`config.mk`:
```
export PLATFORM = sky130hd
export DESIGN_NAME = adc_converter_end_flat
export DESIGN_NICKNAME = d
export VERILOG_FILES = /design/src/logic/adc_link_pkg.sv /design/src/logic/adc_link_if.sv /design/src/logic/adc_converter_end.sv /design/src/flat_wrapper.sv
export SDC_FILE = /design/constraint.sdc
export NUM_CORES = 1
export LEC_CHECK = 0
export BUFFER_PORTS_ARGS = -buffer_cell sky130_fd_sc_hd__buf_4
export CAP_MARGIN = 15
export CELL_PAD_IN_SITES_DETAIL_PLACEMENT = 1
export CELL_PAD_IN_SITES_GLOBAL_PLACEMENT = 1
export CORE_MARGIN = 2
export CORE_UTILIZATION = 41
export DETAILED_ROUTE_END_ITERATION = 6
export GPL_TIMING_DRIVEN = 0
export PLACE_DENSITY = 0.8
export SYNTH_ARGS = -nofsm -noshare
export SYNTH_HDL_FRONTEND = slang
export SYNTH_SLANG_ARGS = --single-unit
```
`constraint.sdc`:
```
create_clock -name core_clk -period 1.55 [get_ports core_clk]
set_input_delay 0.0775 -clock core_clk [delete_from_list [all_inputs] [get_ports core_clk]]
set_output_delay 0.0775 -clock core_clk [all_outputs]
set_load 0.02 [all_outputs]
```
`src/logic/adc_link_pkg.sv`:
```
// shared constants for the serial converter link
package adc_link_pkg;
  localparam int FRAME_CLOCKS = 16; // clocks in a full frame
  localparam int TRACK_EDGE = 13; // falling edges before return to track
  localparam int LAST_LAUNCH = 15; // falling edge that launches the last bit
  localparam int PD_LOW_EDGE = 2; // first falling edge of power-down window
  localparam int PD_HIGH_EDGE = 10; // falling edge that keeps power
  localparam int SHORT_CLOCKS = 8; // clocks in a power-down burst
  localparam int LEAD_ZEROS = 4; // leading zeros of a frame
  localparam int DEF_RES = 12; // result bits
  localparam int SCLK_HALF = 5; // core cycles per half serial period
  localparam int QUIET_CYCLES = 8; // host quiet gap after release
  localparam int CNT_W = 5; // width of edge counters
  localparam logic [4:0] CNT_ZERO = 5'h00; // counter reset value
endpackage : adc_link_pkg

```
`src/logic/adc_link_if.sv`:
```
// link between converter end and host end
`timescale 1ns/100ps
interface adc_link_if;
  logic sclk; // serial clock, made by host
  logic select_n; // active-low frame select, made by host
  logic serial_result_out_o; // data driven by converter
  logic serial_result_out_oe; // high while converter drives data
  logic serial_result_out; // resolved line level
  assign serial_result_out = serial_result_out_oe ? serial_result_out_o : 1'b0;
  modport converter (input sclk, input select_n, output serial_result_out_o,
    output serial_result_out_oe);
  modport host (output sclk, output select_n, input serial_result_out);
endinterface : adc_link_if

```
`src/logic/adc_converter_end.sv`:
```
// converter end: serial conversion, readout and power mode control
`timescale 1ns/100ps
module adc_converter_end
  import adc_link_pkg::*;
#(
  parameter int RES_BITS = adc_link_pkg::DEF_RES // 12, 10 or 8
) (
  input wire logic core_clk, // core clock
  input wire logic rst, // async reset, high
  adc_link_if.converter link, // serial link pins
  input wire logic [RES_BITS-1:0] sample_value, // analog stand-in, held at sample
  output logic powered_down, // power-down mode
  output logic in_track, // track-and-hold tracking
  output logic converting // conversion in progress
);
  initial begin
    if (RES_BITS != 12 && RES_BITS != 10 && RES_BITS != 8) $error("bad resolution");
  end

  typedef enum logic [1:0] {
    IDLE = 2'b00,
    CONV = 2'b01,
    DONE = 2'b10
  } conv_state_e;

  logic [2:0] sclk_sync; // three-stage sampler of serial clock
  logic [2:0] sel_sync; // three-stage sampler of select
  logic sclk_reg; // accepted serial clock level
  logic sel_reg; // accepted select level
  logic sclk_fall; // accepted falling edge
  logic sclk_rise; // accepted rising edge
  logic sel_fall; // frame start
  logic sel_rise; // frame end
  conv_state_e state_reg; // frame state
  logic [CNT_W-1:0] falls_reg; // falling edges in this frame
  logic [15:0] shift_reg; // frame word being shifted
  logic track_pend_reg; // return to track on next rise

  // frame word: zeros, result msb first, pad zeros
  function automatic logic [15:0] frame_word(input logic [RES_BITS-1:0] v);
    logic [15:0] w;
    w = '0;
    w[15-LEAD_ZEROS -: RES_BITS] = v;
    return w;
  endfunction : frame_word

  // a change counts only once stages two and three agree
  // trade-off: the filter costs about three core cycles per serial edge, so
  // each serial half period must stay well above that latency
  always_ff @(posedge core_clk or posedge rst) begin
    if (rst) begin
      sclk_sync <= 3'h7;
      sel_sync <= 3'h7;
    end else begin
      sclk_sync <= {sclk_sync[1:0], link.sclk};
      sel_sync <= {sel_sync[1:0], link.select_n};
    end
  end
  // accepted levels
  always_ff @(posedge core_clk or posedge rst) begin
    if (rst) begin
      sclk_reg <= 1'b1;
      sel_reg <= 1'b1;
    end else begin
      if (sclk_sync[1] == sclk_sync[2]) begin
        sclk_reg <= sclk_sync[2];
      end
      if (sel_sync[1] == sel_sync[2]) begin
        sel_reg <= sel_sync[2];
      end
    end
  end
  assign sclk_fall = sclk_reg && sclk_sync[1] == sclk_sync[2] && !sclk_sync[2];
  assign sclk_rise = !sclk_reg && sclk_sync[1] == sclk_sync[2] && sclk_sync[2];
  assign sel_fall = sel_reg && sel_sync[1] == sel_sync[2] && !sel_sync[2];
  assign sel_rise = !sel_reg && sel_sync[1] == sel_sync[2] && sel_sync[2];

  // frame state and edge counter, clocked by core_clk and stepped only by accepted select and serial clock edges
  // DONE waits for select to rise, since select may idle low after a full frame
  always_ff @(posedge core_clk or posedge rst) begin
    if (rst) begin
      state_reg <= IDLE;
      falls_reg <= CNT_ZERO;
    end else begin
      case (state_reg)
        IDLE: begin
          if (sel_fall) begin
            state_reg <= CONV;
            falls_reg <= CNT_ZERO;
          end
        end
        CONV: begin
          if (sel_rise) begin
            state_reg <= IDLE;
          end else if (sclk_fall) begin
            falls_reg <= falls_reg + 1'b1;
            if (falls_reg == CNT_W'(FRAME_CLOCKS - 1)) begin
              state_reg <= DONE;
            end
          end
        end
        DONE: begin
          if (sel_rise) begin // select may idle low after a full frame
            state_reg <= IDLE;
          end
        end
        default: state_reg <= IDLE;
      endcase
    end
  end

  // shifter: first zero at select fall, each fall launches next
  always_ff @(posedge core_clk or posedge rst) begin
    if (rst) begin
      shift_reg <= '0;
    end else if (state_reg == IDLE && sel_fall) begin
      shift_reg <= frame_word(sample_value);
    end else if (state_reg == CONV && sclk_fall) begin
      shift_reg <= {shift_reg[14:0], 1'b0};
    end
  end

  // output drive and release
  // the released line reads low on the carrier; after the sixteenth fall
  // no further bit is launched until the next frame starts
  always_ff @(posedge core_clk or posedge rst) begin
    if (rst) begin
      link.serial_result_out_oe <= 1'b0;
      link.serial_result_out_o <= 1'b0;
    end else if (state_reg == IDLE && sel_fall) begin
      link.serial_result_out_oe <= 1'b1;
      link.serial_result_out_o <= 1'b0;
    end else if (state_reg == CONV && sel_rise) begin
      link.serial_result_out_oe <= 1'b0;
    end else if (state_reg == CONV && sclk_fall) begin
      if (falls_reg == CNT_W'(FRAME_CLOCKS - 1)) begin
        link.serial_result_out_oe <= 1'b0;
      end
      link.serial_result_out_o <= shift_reg[14];
    end
  end

  // track-and-hold: hold at select fall, track after thirteen falls
  always_ff @(posedge core_clk or posedge rst) begin
    if (rst) begin
      in_track <= 1'b1;
      track_pend_reg <= 1'b0;
    end else if (state_reg == IDLE && sel_fall) begin
      in_track <= 1'b0;
      track_pend_reg <= 1'b0;
    end else if (state_reg != IDLE && sclk_fall
                 && falls_reg == CNT_W'(TRACK_EDGE - 1)) begin
      track_pend_reg <= 1'b1;
    end else if (track_pend_reg && sclk_rise) begin
      in_track <= 1'b1;
      track_pend_reg <= 1'b0;
    end else if (state_reg == CONV && sel_rise) begin
      in_track <= 1'b1; // abort returns to track
    end
  end

  // power mode decided by where select rises
  // a cut with fewer than two falls is taken as a glitch on select and
  // leaves the power mode as it was, so noise on the pin before the second fall cannot move it
  always_ff @(posedge core_clk or posedge rst) begin
    if (rst) begin
      powered_down <= 1'b0;
    end else if (state_reg == CONV && sel_rise) begin
      if (falls_reg >= CNT_W'(PD_HIGH_EDGE)) begin
        powered_down <= 1'b0;
      end else if (falls_reg >= CNT_W'(PD_LOW_EDGE)) begin
        powered_down <= 1'b1;
      end // fewer falls: glitch, mode kept
    end else if (state_reg == CONV && sclk_fall
                 && falls_reg == CNT_W'(PD_HIGH_EDGE - 1)) begin
      powered_down <= 1'b0;
    end
  end

  // busy flag for the user side
  always_ff @(posedge core_clk or posedge rst) begin
    if (rst) begin
      converting <= 1'b0;
    end else begin
      converting <= (state_reg == CONV) && !sel_rise;
    end
  end
endmodule : adc_converter_end

```
`src/flat_wrapper.sv`:
```
// flat-port wrapper written by rule: the top's interface ports become plain ports
module adc_converter_end_flat import adc_link_pkg::*;
#(
  parameter int RES_BITS = adc_link_pkg::DEF_RES               
)
  (core_clk, rst, sample_value, powered_down, in_track, converting, link_sclk, link_select_n, link_serial_result_out_o, link_serial_result_out_oe);
  adc_link_if link_i ();
  input wire logic core_clk;
  input wire logic rst;
  input wire logic [RES_BITS-1:0] sample_value;
  output logic powered_down;
  output logic in_track;
  output logic converting;
  input wire logic [$bits(link_i.sclk)-1:0] link_sclk;
  input wire logic [$bits(link_i.select_n)-1:0] link_select_n;
  output wire logic [$bits(link_i.serial_result_out_o)-1:0] link_serial_result_out_o;
  output wire logic [$bits(link_i.serial_result_out_oe)-1:0] link_serial_result_out_oe;
  assign link_i.sclk = link_sclk;
  assign link_i.select_n = link_select_n;
  assign link_serial_result_out_o = link_i.serial_result_out_o;
  assign link_serial_result_out_oe = link_i.serial_result_out_oe;
  adc_converter_end #(.RES_BITS(RES_BITS)) u_core (.core_clk(core_clk), .rst(rst), .link(link_i), .sample_value(sample_value), .powered_down(powered_down), .in_track(in_track), .converting(converting));
endmodule
```
; ---- After elaboration in Yosys (flattened, before gate mapping)
; Cells that the tools add are included.
[totals]
register_bits = 36
inputBits = 16
out_inout_bits = 5
word_cells = 98
[classes]
addsub = 1
magnitude_cmp = 2
eq_ne = 16
n_mux = 30
reduce_logical = 36
[op_table]
columns = cell, n
row1 = $mux 15, 2
row2 = $mux 1, 18
row3 = $logic_and 1x1->1, 16
row4 = $eq 5x4->1 const B, 3
row5 = $mux 5, 3
row6 = $reduce_bool 3->1, 4
row7 = $mux 2, 5
row8 = $ne 2x1->1 const B, 5
row9 = $pmux 5 s2, 1
row10 = $reduce_and 2->1, 4
row11 = $reduce_and 4->1, 2
row12 = $reduce_bool 2->1, 4
row13 = $ne 3x1->1 const B, 2
row14 = $pmux 2 s3, 1
row15 = $add 5x1->5 const B, 1
row16 = $ge 5x2->1 const B, 1
row17 = $ge 5x4->1 const B, 1
row18 = $logic_not 1->1, 5
row19 = $ne 3x3->1 const B, 1
row20 = $eq 1x1->1, 2
row21 = $eq 2x1->1 const B, 1
row22 = $eq 2x2->1 const B, 1
row23 = $logic_not 2->1, 1
row24 = $ne 2x2->1 const B, 1

; ---- Logic depth before layout (Yosys ltp)
; Gate-level depths: netlist of run 1.
[depth]
word_depth = 8
mapped_depth = 6
ltp_nobuf = 6

; ---- Worst setup path after synthesis of run 1
; No wires, ideal clock.
[synth_timing]
path_type = register to register
startpoint = register u_core.sclk_reg
endpoint = register u_core.shift_reg[6]
setup_time_ns = 0.121
t_arrival_ns = 1.572
required_ns = 1.429
path_slack_ns = -0.143
path_stages_with_launch = 7
path_buffers = 2
synth_period_minus_slack_ns = 1.693
path_cell_list = dfstp_2 > or3b_1 > buf_6 > nor2_8 > buf_6 > mux2i_1 > o21ai_2
[synth_between]
elab_chain_len = 4
[synth_rtl]
columns = item, line
row1 = from (decl), adc_converter_end.sv:28  ; logic sclk_reg;
row2 = from (signal assigned), adc_converter_end.sv:66  ; sclk_reg <= sclk_sync[2];
row3 = $logic_and 1x1->1 (2 in series), adc_converter_end.sv:73  ; assign sclk_fall = sclk_reg && sclk_sync[1] == sclk_sync[2] && !sclk_sync[2];
row4 = $logic_and 1x1->1, adc_converter_end.sv:118  ; end else if (state_reg == CONV && sclk_fall) begin
row5 = $reduce_bool 2->1 (no source line), n/a
row6 = to (signal assigned), adc_converter_end.sv:117  ; shift_reg <= frame_word(sample_value);
row7 = to (signal assigned), adc_converter_end.sv:119  ; shift_reg <= {shift_reg[14:0], 1'b0};
row8 = to (decl), adc_converter_end.sv:36  ; logic [15:0] shift_reg;
; Every way passes these cells.
; A chain may end at the register's enable or synchronous reset.

; ---- Worst setup path after layout of run 1
[layout_timing]
startpoint = register u_core.sclk_reg
endpoint = register u_core.in_track
[layout_between]
elab_chain_len = 7
word_cells_on_any_way = 14
classes_between = eq/ne: 1 / mux: 3 / reduce/logical: 10
[layout_rtl]
columns = item, line
row1 = $logic_not 1->1, adc_converter_end.sv:74  ; assign sclk_rise = !sclk_reg && sclk_sync[1] == sclk_sync[2] && sclk_sync[2];
row2 = $logic_and 1x1->1 (2 in series), adc_converter_end.sv:74
row3 = $logic_and 1x1->1, adc_converter_end.sv:154  ; end else if (track_pend_reg && sclk_rise) begin
row4 = $mux 1, adc_converter_end.sv:154
row5 = $mux 1, adc_converter_end.sv:151  ; end else if (state_reg != IDLE && sclk_fall
row6 = $mux 1, adc_converter_end.sv:148  ; end else if (state_reg == IDLE && sel_fall) begin
row7 = to (signal assigned), adc_converter_end.sv:149  ; in_track <= 1'b0;
row8 = to (signal assigned), adc_converter_end.sv:155  ; in_track <= 1'b1;
row9 = to (signal assigned), adc_converter_end.sv:158  ; in_track <= 1'b1;
row10 = to (decl), adc_converter_end.sv:13  ; output logic in_track,
; Parallel ways exist; a longest one is shown, timed or not. The select of a mux whose other input is x is not followed.

==> results of run 1 <==
-- worst paths after layout --
check,from,slack [ns],to,depth (start not counted)
setup reg to reg,u_core.sclk_reg$_DFFE_PP1N_,-0.14,u_core.in_track$_DFFE_PP1P_,4
max in group asynchronous,rst,0.45,u_core.sclk_sync[2]$_DFF_PP1_,4
min in group asynchronous,rst,0.48,u_core.link.serial_result_out_oe$_DFFE_PP0P_,3
hold reg to reg,u_core.sel_sync[0]$_DFF_PP1_,0.36,u_core.sel_sync[1]$_DFF_PP1_,0
setup / recovery,u_core.sclk_reg$_DFFE_PP1N_,-0.14,u_core.in_track$_DFFE_PP1P_,4
hold / removal,sample_value[10],0.01,u_core.shift_reg[10]$_DFFE_PP0P_,3
-- critical path: cells and delay by family (launching register included) --
kind | cells | cell delay (ns)
AOI/OAI and AO/OA | 1 | 0.14
DFF | 1 | 0.54
and+or+nand+nor | 3 | 0.94
-- cells in the mapped netlist, drive strengths merged, types with 2 or more instances --
master,number,share of area
a22oi,6,0.026
ha,5,0.037
nor2,6,0.024
a22o,7,0.036
xnor2,2,0.010
inv,8,0.018
mux2i,5,0.029
nor3,3,0.015
dfstp,9,0.14
dfrtp,27,0.40
a21oi,5,0.015
nor4,2,0.016
o21ai,10,0.034
nand3,4,0.012
nand2,20,0.044
buf,6,0.032
nand3b,2,0.0088
-- logic make-up (layout without fill, tap and decap cells) --
family	after synthesis	after routing	share of synthesized area
AOI/OAI and AO/OA	35	36	0.146
xor gates and xnor gates	3	3	0.0154
adders and majority gates	6	6	0.0426
buffers and inverters	15	65	0.0544
DFF	36	36	0.536
muxes	5	5	0.0294
and+or+nand+nor	49	49	0.176
-- final cells by class --
type                       count  area share
multi-input combinational     99       0.344
clock buffer                   8      0.0387
sequential                    36       0.393
tap                           50      0.0269
inverter                       8      0.0129
buffer                         6      0.0247
timing repair buffer          43       0.159
-- metrics by stage --
step / hold slack, ns / setup WS [ns] / instance area, um2 / total power [mW]
2_1_floorplan: 0.0820 / -0.118 / 1700 / 1.87
3_3_place_gp: 0.186 / -0.212 / 1910 / 2.07
3_5_place_dp: 0.189 / -0.244 / 1940 / 2.12
4_1_cts: 0.00471 / -0.143 / 2220 / 2.90
5_1_grt: 0.0142 / -0.196 / 2330 / 3.19
6_report: 0.0107 / -0.142 / 2330 / 3.03
-- power by group --
part / internal, mW / leakage (nW) / switching [mW]
Clock: 0.362 / 0.0455 / 0.321
Combinational: 0.460 / 0.565 / 0.420
Sequential: 1.23 / 0.431 / 0.240
-- layer usage --
layer | share of wire | vias up
met2 | 0.53 | 33
met5 | 0 | -
met1 | 0.41 | 693
met4 | 0.020 | 0
met3 | 0.035 | 9
li1 | - | 634
-- timing repair --
item                                   CTS  global route
hold buffers                             5             0
setup buffers                           11             6
cloned                                   1             0
gates resized for setup                 16            16
endpoints found under the hold margin   12             0
pin swaps                                6             9
setup endpoints to repair               25            27
==> impl_metrics.py, run 1 <==
metrics = {
    "outcome": {
        "outcome": "finished, violations left",
        "violations": "setup timing",
    },
    "route": {
        "ant_nets": 0,
        "drtPass1Iterations": 4,
        "route.vias.total": 1369,
        "drc_errors": 0,
        "wl_um": 4630,
        "wl_per_cell_um": 18.5,
        "vias_per_cell": 5.48,
        "drtIter0Drc": 46,
    },
    "global_routing": {
        "gr-max-usage-layer": "met2",
        "grt_start_max_net_pins": 23,
        "grt_pass1_wl_um": 7250,
        "overflow": 0,
        "grtUsageMet1": 0.265,
        "grt_pass1_vias": 1456,
        "antenna_found_initial": 0,
        "grt_use_total": 0.220,
        "use_met3": 0.0444,
        "met2_usage": 0.379,
    },
    "final_layout": {
        "final_cell_mix": "34 x buf_4, 24 x dfrtp_1, 20 x nand2_1",
        "drive_gt1_frac": 0.420,
        "area_growth_pct": 36.8,
        "multi_input_area_um2": 802,
        "num_antenna_cells": 0,
        "largest_reg_flops": 15,
        "layout_commonest_cell": "buf_4",
        "fill_cells": 424,
        "fin_nets": 220,
        "seqCellArea_um2": 916,
        "fin_cells": 250,
        "final_util": 0.582,
    },
    "setup_path": {
        "cpPeakStageDelay_ns": 0.54,
        "worstPathRequired_ns": 1.77,
        "crit_path_cell_trace": "or3b_4 > or3_4 > a21oi_2 > nor2_1",
        "critPathCaptureType": "flip-flop",
        "cp-start-kind": "flip-flop",
        "crit_path_top_delay_cell": "dfstp_2",
        "arrival_ns": 1.91,
        "worstPathMaxFanout": 5,
        "setup.worst_path.class": "reg -> reg",
    },
    "cts": {
        "clkLatencyLatePin_ns": 0.29,
        "cts_buffer_depth": 2,
        "htreeDepth": 2,
        "cts.sink_count": 36,
        "cts_tree": "done",
        "root_buffer": "clkbuf_8",
        "clkTransAtPathRegs_ns": 0.07,
        "cts_buffers": 5,
    },
    "synth": {
        "ys_ff_latch": 36,
        "synth_area_um2": 1700,
        "synth_edf_count": 0,
        "avgSynthCellArea_um2": 11.4,
        "ys.flop_type": "dfrtp_1",
        "yosys_warnings": 0,
        "yosysSeqAreaShare": 0.536,
        "syn_inst": 149,
        "async_reset_ff_frac": 1.00,
        "ys_types": 46,
        "syn-num-nets": 170,
    },
    "power_and_ir_drop": {
        "power.leakage_nw": 1.04,
        "cellPowerDensity_nw_per_um2": 1300,
        "peakVddDrop_mv": 0.641,
    },
    "place": {
        "dpl.hpwl_um": 2590,
        "io_buffers": 20,
        "place_congestion": 0.839,
        "placedCellCount": 220,
    },
    "floorplan": {
        "core-area_um2": 4000,
        "start_util": 0.425,
        "die-width_um": 68.4,
        "num_rows": 23,
        "dieArea_um2": 4680,
        "die_h_um": 68.4,
        "ios": 21,
    },
    "timing": {
        "clock_skew_ns": 0.00492,
        "slew_headroom": 0.534,
        "rsz0062_at_grt": "yes",
        "final.setup.tns_ns": -1.50,
        "tightest_slew_ns": 0.698,
        "period_share": 1.09,
        "slew_violations": 0,
        "layout_min_cycle_time_ns": 1.69,
        "fmax_mhz": 591,
        "finalHoldViolations": 0,
        "setup_viol": 20,
        "fin_ws_ns": -0.142,
    },
    "run": {
        "drv_cap": 0,
    },
    "worst_hold_path": {
        "worstHoldPathType": "in -> reg",
    },
}
No activity file was read; power rests on OpenSTA's default activity.
==> run 2, diff against run 1 <==
--- a/config.mk
+++ b/config.mk
@@ -5,15 +5,16 @@
 export SDC_FILE = /design/constraint.sdc
 export NUM_CORES = 1
 export LEC_CHECK = 0
+export ABC_AREA = 1
 export BUFFER_PORTS_ARGS = -buffer_cell sky130_fd_sc_hd__buf_4
 export CAP_MARGIN = 15
 export CELL_PAD_IN_SITES_DETAIL_PLACEMENT = 1
 export CELL_PAD_IN_SITES_GLOBAL_PLACEMENT = 1
 export CORE_MARGIN = 2
-export CORE_UTILIZATION = 41
+export CORE_UTILIZATION = 38
 export DETAILED_ROUTE_END_ITERATION = 6
 export GPL_TIMING_DRIVEN = 0
-export PLACE_DENSITY = 0.8
+export PLACE_DENSITY = 0.78
 export SYNTH_ARGS = -nofsm -noshare
 export SYNTH_HDL_FRONTEND = slang
 export SYNTH_SLANG_ARGS = --single-unit
==> run 2 against run 1 <==
Effect of this change: the flow now finishes without violations; sequential share of layout area is 2.0 points higher; setup slack better by 0.18 ns; combinational power is 5.2% lower; sequential power is 9% lower; final cell count is 18% higher; critical path depth is 7 higher; hold slack worse by 0.0075 ns; routed wire length is 18% lower; critical endpoint is now u_core.state_reg[0]$_DFFE_PP0P_.
==> impl_metrics.py, run 2 <==
metrics = {
    "final_layout": {
        "fin_nets": 264,
        "drive_gt1_frac": 0.270,
        "largest_reg_flops": 15,
        "fill_cells": 539,
        "area_growth_pct": 27.2,
        "final_util": 0.504,
        "multi_input_area_um2": 734,
        "seqCellArea_um2": 912,
        "num_antenna_cells": 0,
        "layout_commonest_cell": "nand2_1",
        "final_cell_mix": "64 x nand2_1, 27 x dfrtp_1, 25 x nand3_1",
    },
    "setup_path": {
        "critPathLaunch": "u_core.falls_reg[1]$_DFFE_PP0P_",
        "cpMostUsedCell": "nand2_1",
        "critPathCaptureType": "flip-flop",
        "crit_path_top_delay_cell": "dfrtp_1",
        "worstPathMaxFanout": 2,
        "crit_path_cell_trace": "ha_2 > nand2_2 > nor2_2 > ha_2 > inv_2 > nand3_2 > nor2_1 > nor2_1 > nand2_1 > nand2_1 > nand2_1",
        "regToRegEndpoint": "u_core.state_reg[0]$_DFFE_PP0P_",
        "setup.worst_path.class": "reg -> reg",
        "r2r_cells": 11,
        "reg2reg_from": "u_core.falls_reg[1]$_DFFE_PP0P_",
        "endpoint": "u_core.state_reg[0]$_DFFE_PP0P_",
        "arrival_ns": 1.69,
        "worstPathRequired_ns": 1.72,
        "r2r_slack_ns": 0.04,
        "cp-start-kind": "flip-flop",
        "cpPeakStageDelay_ns": 0.37,
    },
    "timing": {
        "rsz0062_at_grt": "yes",
        "slew_violations": 0,
        "tightest_slew_ns": 0.762,
        "slew_headroom": 0.491,
        "setup_viol": 0,
        "finalHoldViolations": 0,
        "clock_skew_ns": 0.00930,
        "fmax_mhz": 662,
        "layout_min_cycle_time_ns": 1.51,
        "period_share": 0.975,
    },
    "floorplan": {
        "core-area_um2": 4380,
        "die_h_um": 71.6,
        "start_util": 0.396,
        "dieArea_um2": 5130,
        "num_rows": 24,
        "die-width_um": 71.6,
        "ios": 21,
    },
    "synth": {
        "ys_ff_latch": 36,
        "ys.flop_type": "dfrtp_1",
        "yosys_warnings": 0,
        "yosysTopAreaCellShare": 0.389,
        "yosys.area.top_type": "dfrtp_1",
        "async_reset_ff_frac": 1.00,
        "syn_inst": 203,
        "synth_edf_count": 0,
        "synth_area_leaders": "dfrtp_1 39%, nand2_1 14%, dfstp_2 14%",
        "syn-num-nets": 224,
        "ys_types": 24,
        "synth_area_um2": 1740,
        "synthMostInstantiatedCell": "nand2_1",
        "yosysSeqAreaShare": 0.525,
        "avgSynthCellArea_um2": 8.56,
        "synth_commonest_cells": "65 x nand2_1, 27 x dfrtp_1, 26 x nand3_1",
    },
    "cts": {
        "clkLatencyLatePin_ns": 0.29,
        "cts_buffer_depth": 2,
        "cts_buffers": 5,
        "cts.sink_count": 36,
        "clkTransAtPathRegs_ns": 0.07,
        "cts_tree": "done",
        "htreeDepth": 2,
        "root_buffer": "clkbuf_8",
    },
    "global_routing": {
        "grt_pass1_wl_um": 6440,
        "grt_use_total": 0.164,
        "antenna_found_initial": 0,
        "grt_pass1_vias": 1467,
        "overflow": 0,
        "grt_start_max_net_pins": 37,
    },
    "route": {
        "wl_per_cell_um": 12.8,
        "route.vias.total": 1449,
        "wl_um": 3790,
        "ant_nets": 0,
        "vias_per_cell": 4.90,
        "drc_errors": 0,
        "drtPass1Iterations": 4,
        "drtIter0Drc": 91,
    },
    "worst_hold_path": {
        "worstHoldPathType": "in -> reg",
    },
    "power_and_ir_drop": {
        "p_total_mw": 2.99,
        "power.leakage_nw": 1.07,
        "cellPowerDensity_nw_per_um2": 1350,
        "p_switching_uw": 985,
        "peakVddDrop_mv": 0.565,
        "p_clk_frac": 0.271,
        "seqPwrFrac": 0.450,
        "power_frac_comb": 0.279,
        "p_int_mw": 2.00,
        "p_sw_frac": 0.330,
    },
    "place": {
        "place_congestion": 0.745,
        "io_buffers": 20,
        "dpl.hpwl_um": 2640,
    },
    "run": {
        "drv_cap": 0,
    },
    "outcome": {
        "outcome": "finished, final reports clean",
    },
}
==> run 2: per-layer routing <==
layer / vias up / track usage / routed length [um]
met5: - / 0 / 0
met4: 0 / 0.0922 / 83
met3: 6 / 0.0338 / 90
met2: 18 / 0.260 / 1850
met1: 701 / 0.209 / 1770
li1: 724 / - / -
==> run 2: worst min path at each step <==
stage / slack, ns / end / depth (start not counted) / from
floorplan: 0.08 / u_core.sclk_sync[0]$_DFF_PP1_ / 0 / link_sclk
global placement: 0.19 / u_core.sel_sync[0]$_DFF_PP1_ / 1 / link_select_n
detailed placement: 0.19 / u_core.sel_sync[0]$_DFF_PP1_ / 1 / link_select_n
CTS: 0.004 / u_core.shift_reg[9]$_DFFE_PP0P_ / 3 / sample_value[9]
global route: 0.005 / u_core.shift_reg[9]$_DFFE_PP0P_ / 3 / sample_value[9]
finish: 0.003 / u_core.shift_reg[5]$_DFFE_PP0P_ / 3 / sample_value[5]
==> run 2: kinds of logic (layout without fill, tap and decap cells) <==
family                     after synthesis  count (layout)  share of synthesized area
AOI/OAI and AO/OA                       17              17                     0.0497
xor gates and xnor gates                 1               1                    0.00504
adders and majority gates                5               5                     0.0360
buffers and inverters                   24              65                     0.0620
DFF                                     36              36                      0.525
and+or+nand+nor                        120             120                      0.322
==> run 2: final cells by class <==
class	instances	area share
clock inverters	2	0.0159
flip-flops and latches	36	0.413
clock buffers	6	0.0329
multi-input cells	143	0.333
inverters	20	0.0363
plain buffers	3	0.0119
repair buffers	34	0.128
well taps	52	0.0295
==> run 2: worst max-delay path: cells and delay by family, from the launching register on <==
family / cells / cell delay [ns]
flip-flops: 1 / 0.37
AND/OR/NAND/NOR: 8 / 0.60
buffers and inverters: 1 / 0.04
adder cells (fa/ha/maj): 2 / 0.40
==> run 2: power by group through the flow <==
stage	Combinational, mW	Sequential (mW)	Clock (mW)
after floorplan	0.523	1.39	0
after global placement	0.772	1.36	0
after detailed placement	0.796	1.36	0
after CTS	0.848	1.34	0.837
after global routing	0.932	1.38	0.870
final	0.833	1.34	0.811
==> run 2: per-stage QoR <==
step	cells	hold WS, ns	area [um2]	setup WS [ns]	setup TNS, ns
2_1_floorplan	203	0.0820	1740	0.167	0
3_3_place_gp	275	0.187	1950	-0.0802	-0.0802
3_5_place_dp	275	0.187	1950	-0.0970	-0.133
4_1_cts	295	0.00369	2190	0.0121	0
5_1_grt	296	0.00546	2210	-0.0861	-0.136
6_report	296	0.00313	2210	0.0386	0
==> run 2: repair_timing <==
item                       4_1_cts  5_1_grt
hold endpoints to repair        37        0
hold buffers                    11        0
setup endpoints to repair        3        9
buffers inserted                 2        1
resized for setup                2        7
pin swaps                        1        5
==> run 3, diff against run 2 <==
--- a/config.mk
+++ b/config.mk
@@ -11,10 +11,10 @@
 export CELL_PAD_IN_SITES_DETAIL_PLACEMENT = 1
 export CELL_PAD_IN_SITES_GLOBAL_PLACEMENT = 1
 export CORE_MARGIN = 2
-export CORE_UTILIZATION = 38
+export CORE_UTILIZATION = 43
 export DETAILED_ROUTE_END_ITERATION = 6
 export GPL_TIMING_DRIVEN = 0
-export PLACE_DENSITY = 0.78
+export PLACE_DENSITY = 0.83
 export SYNTH_ARGS = -nofsm -noshare
 export SYNTH_HDL_FRONTEND = slang
 export SYNTH_SLANG_ARGS = --single-unit
==> constraint.sdc (replaced) <==
create_clock -name core_clk -period 1.6 [get_ports core_clk]
set_input_delay 0.08 -clock core_clk [delete_from_list [all_inputs] [get_ports core_clk]]
set_output_delay 0.08 -clock core_clk [all_outputs]
set_load 0.02 [all_outputs]
==> run 3 against run 2 <==
Effect of this change: combinational power shrank 2%; critical path type unchanged; clock skew shrank 0.0025 ns; critical path depth stayed put; clock power fell by 13%.
==> impl_metrics.py, run 3 (synthesis results as in run 2) <==
metrics = {
    "final_layout": {
        "area_growth_pct": 23.7,
        "drive_gt1_frac": 0.283,
        "layout_commonest_cell": "nand2_1",
        "final_cell_mix": "64 x nand2_1, 27 x dfrtp_1, 25 x nand3_1",
        "fin_cells": 287,
        "largest_reg_flops": 15,
        "fin_nets": 257,
        "num_antenna_cells": 0,
    },
    "cts": {
        "cts_buffer_depth": 2,
        "root_buffer": "clkbuf_8",
        "clkLatencyLatePin_ns": 0.28,
        "cts_buffers": 5,
        "clkTransAtPathRegs_ns": 0.07,
        "cts.sink_count": 36,
        "htreeDepth": 2,
        "cts_tree": "done",
    },
    "route": {
        "ant_nets": 0,
        "drtIter0Drc": 41,
        "route.vias.total": 1425,
        "drtPass1Iterations": 4,
        "wl_per_cell_um": 12.9,
        "drc_errors": 0,
        "vias_per_cell": 4.97,
        "wl_um": 3700,
    },
    "power_and_ir_drop": {
        "peakVddDrop_mv": 0.646,
        "p_total_mw": 2.82,
        "power.leakage_nw": 1.04,
        "cellPowerDensity_nw_per_um2": 1310,
    },
    "setup_path": {
        "r2r_cells": 11,
        "worstPathMaxFanout": 2,
        "worstPathRequired_ns": 1.77,
        "reg2reg_from": "u_core.falls_reg[1]$_DFFE_PP0P_",
        "regToRegEndpoint": "u_core.state_reg[0]$_DFFE_PP0P_",
        "setup.worst_path.class": "reg -> reg",
        "cp-start-kind": "flip-flop",
        "r2r_slack_ns": 0.11,
        "arrival_ns": 1.66,
        "critPathCaptureType": "flip-flop",
    },
    "run": {
        "drv_cap": 0,
    },
    "worst_hold_path": {
        "worstHoldPathType": "in -> reg",
        "min_from": "sample_value[0]",
        "hold_path_end": "u_core.shift_reg[0]$_DFFE_PP0P_",
        "whs_path_depth": 3,
    },
    "place": {
        "io_buffers": 20,
        "dpl.hpwl_um": 2820,
        "placedCellCount": 274,
        "place_congestion": 0.744,
    },
    "timing": {
        "finalHoldViolations": 0,
        "clock_skew_ns": 0.00676,
        "period_share": 0.933,
        "slew_violations": 0,
        "layout_min_cycle_time_ns": 1.49,
        "setup_viol": 0,
        "whs_ns": 0.00499,
        "tightest_slew_ns": 0.792,
        "rsz0062_at_grt": "yes",
        "slew_headroom": 0.472,
        "fmax_mhz": 670,
    },
    "floorplan": {
        "ios": 21,
        "dieArea_um2": 4560,
        "num_rows": 23,
        "core-area_um2": 3940,
        "die-width_um": 67.6,
        "start_util": 0.440,
        "die_h_um": 67.6,
    },
    "global_routing": {
        "antenna_found_initial": 0,
        "grt_pass1_vias": 1452,
        "grt_use_total": 0.190,
        "overflow": 0,
        "grt_start_max_net_pins": 20,
        "grt_pass1_wl_um": 6460,
    },
    "outcome": {
        "outcome": "finished, final reports clean",
    },
}
## run 3: changes by cell type in the layout (fill, tap and decap cells not counted), sizes merged
cell,before,now
bufinv,1,0
clkinv,1,0
dlygate4sd3,11,3
buf,25,27
clkbuf,7,8
## run 3: critical path, stage by stage, from the launching register on
cell and delay, ns:
dfrtp_1 0.38, ha_2 0.20, nand2_2 0.06, nor2_2 0.12, ha_2 0.20, inv_2 0.04
nand3_2 0.06, nor2_2 0.04, nor2_2 0.11, nand2_1 0.07, nand2_1 0.06, nand2_1 0.05
## run 3: area by class of cell
type	instances	area, um2
multi-input cells	143	739
inverters	20	80.1
well taps	50	62.6
clock buffers	8	100
flip-flops and latches	36	912
plain buffers	3	23.8
repair buffers	27	230
fillers	493	1790
## run 3: per-layer routing
layer	GRT usage	vias up	wire length (um)
met5	0	-	0
met4	0.0536	0	51
met3	0.0550	5	111
met2	0.308	17	1820
met1	0.247	699	1720
li1	-	704	-
## run 3: worst max-delay path by stage
stage,startpoint,endpoint,slack [ns],cells after the start
2_1_floorplan,u_core.falls_reg[0]$_DFFE_PP0P_,u_core.state_reg[0]$_DFFE_PP0P_,0.22,11
3_3_place_gp,u_core.falls_reg[0]$_DFFE_PP0P_,u_core.state_reg[0]$_DFFE_PP0P_,-0.02,11
3_5_place_dp,u_core.falls_reg[0]$_DFFE_PP0P_,u_core.state_reg[0]$_DFFE_PP0P_,-0.07,11
4_1_cts,u_core.falls_reg[1]$_DFFE_PP0P_,u_core.state_reg[0]$_DFFE_PP0P_,0.005,11
5_1_grt,u_core.falls_reg[1]$_DFFE_PP0P_,u_core.state_reg[0]$_DFFE_PP0P_,-0.04,11
6_report,u_core.falls_reg[1]$_DFFE_PP0P_,u_core.state_reg[0]$_DFFE_PP0P_,0.11,11
## run 3: through the flow
stage | setup WS (ns) | utilization | setup TNS [ns] | instance area (um2)
2_1_floorplan | 0.217 | - | 0 | 1740
3_3_place_gp | -0.0221 | 0.494 | -0.0221 | 1950
3_5_place_dp | -0.0715 | 0.501 | -0.0715 | 1980
4_1_cts | 0.00475 | 0.537 | 0 | 2120
5_1_grt | -0.0354 | 0.545 | -0.0354 | 2150
6_report | 0.107 | 0.545 | 0 | 2150
## run 3: what timing repair did
action / CTS / global route
gates cloned: 0 / 0
setup buffers: 2 / 1
gates resized for setup: 0 / 9
pin swaps: 0 / 5
endpoints found under the setup margin: 2 / 9
hold endpoints to repair: 19 / 0
hold buffers: 3 / 0
## run 3: power by group
group | leakage [nW] | switching (mW) | total (mW) | internal (mW)
sequential | 0.448 | 0.142 | 1.30 | 1.16
clock | 0.0515 | 0.309 | 0.702 | 0.393
combinational | 0.542 | 0.500 | 0.815 | 0.315
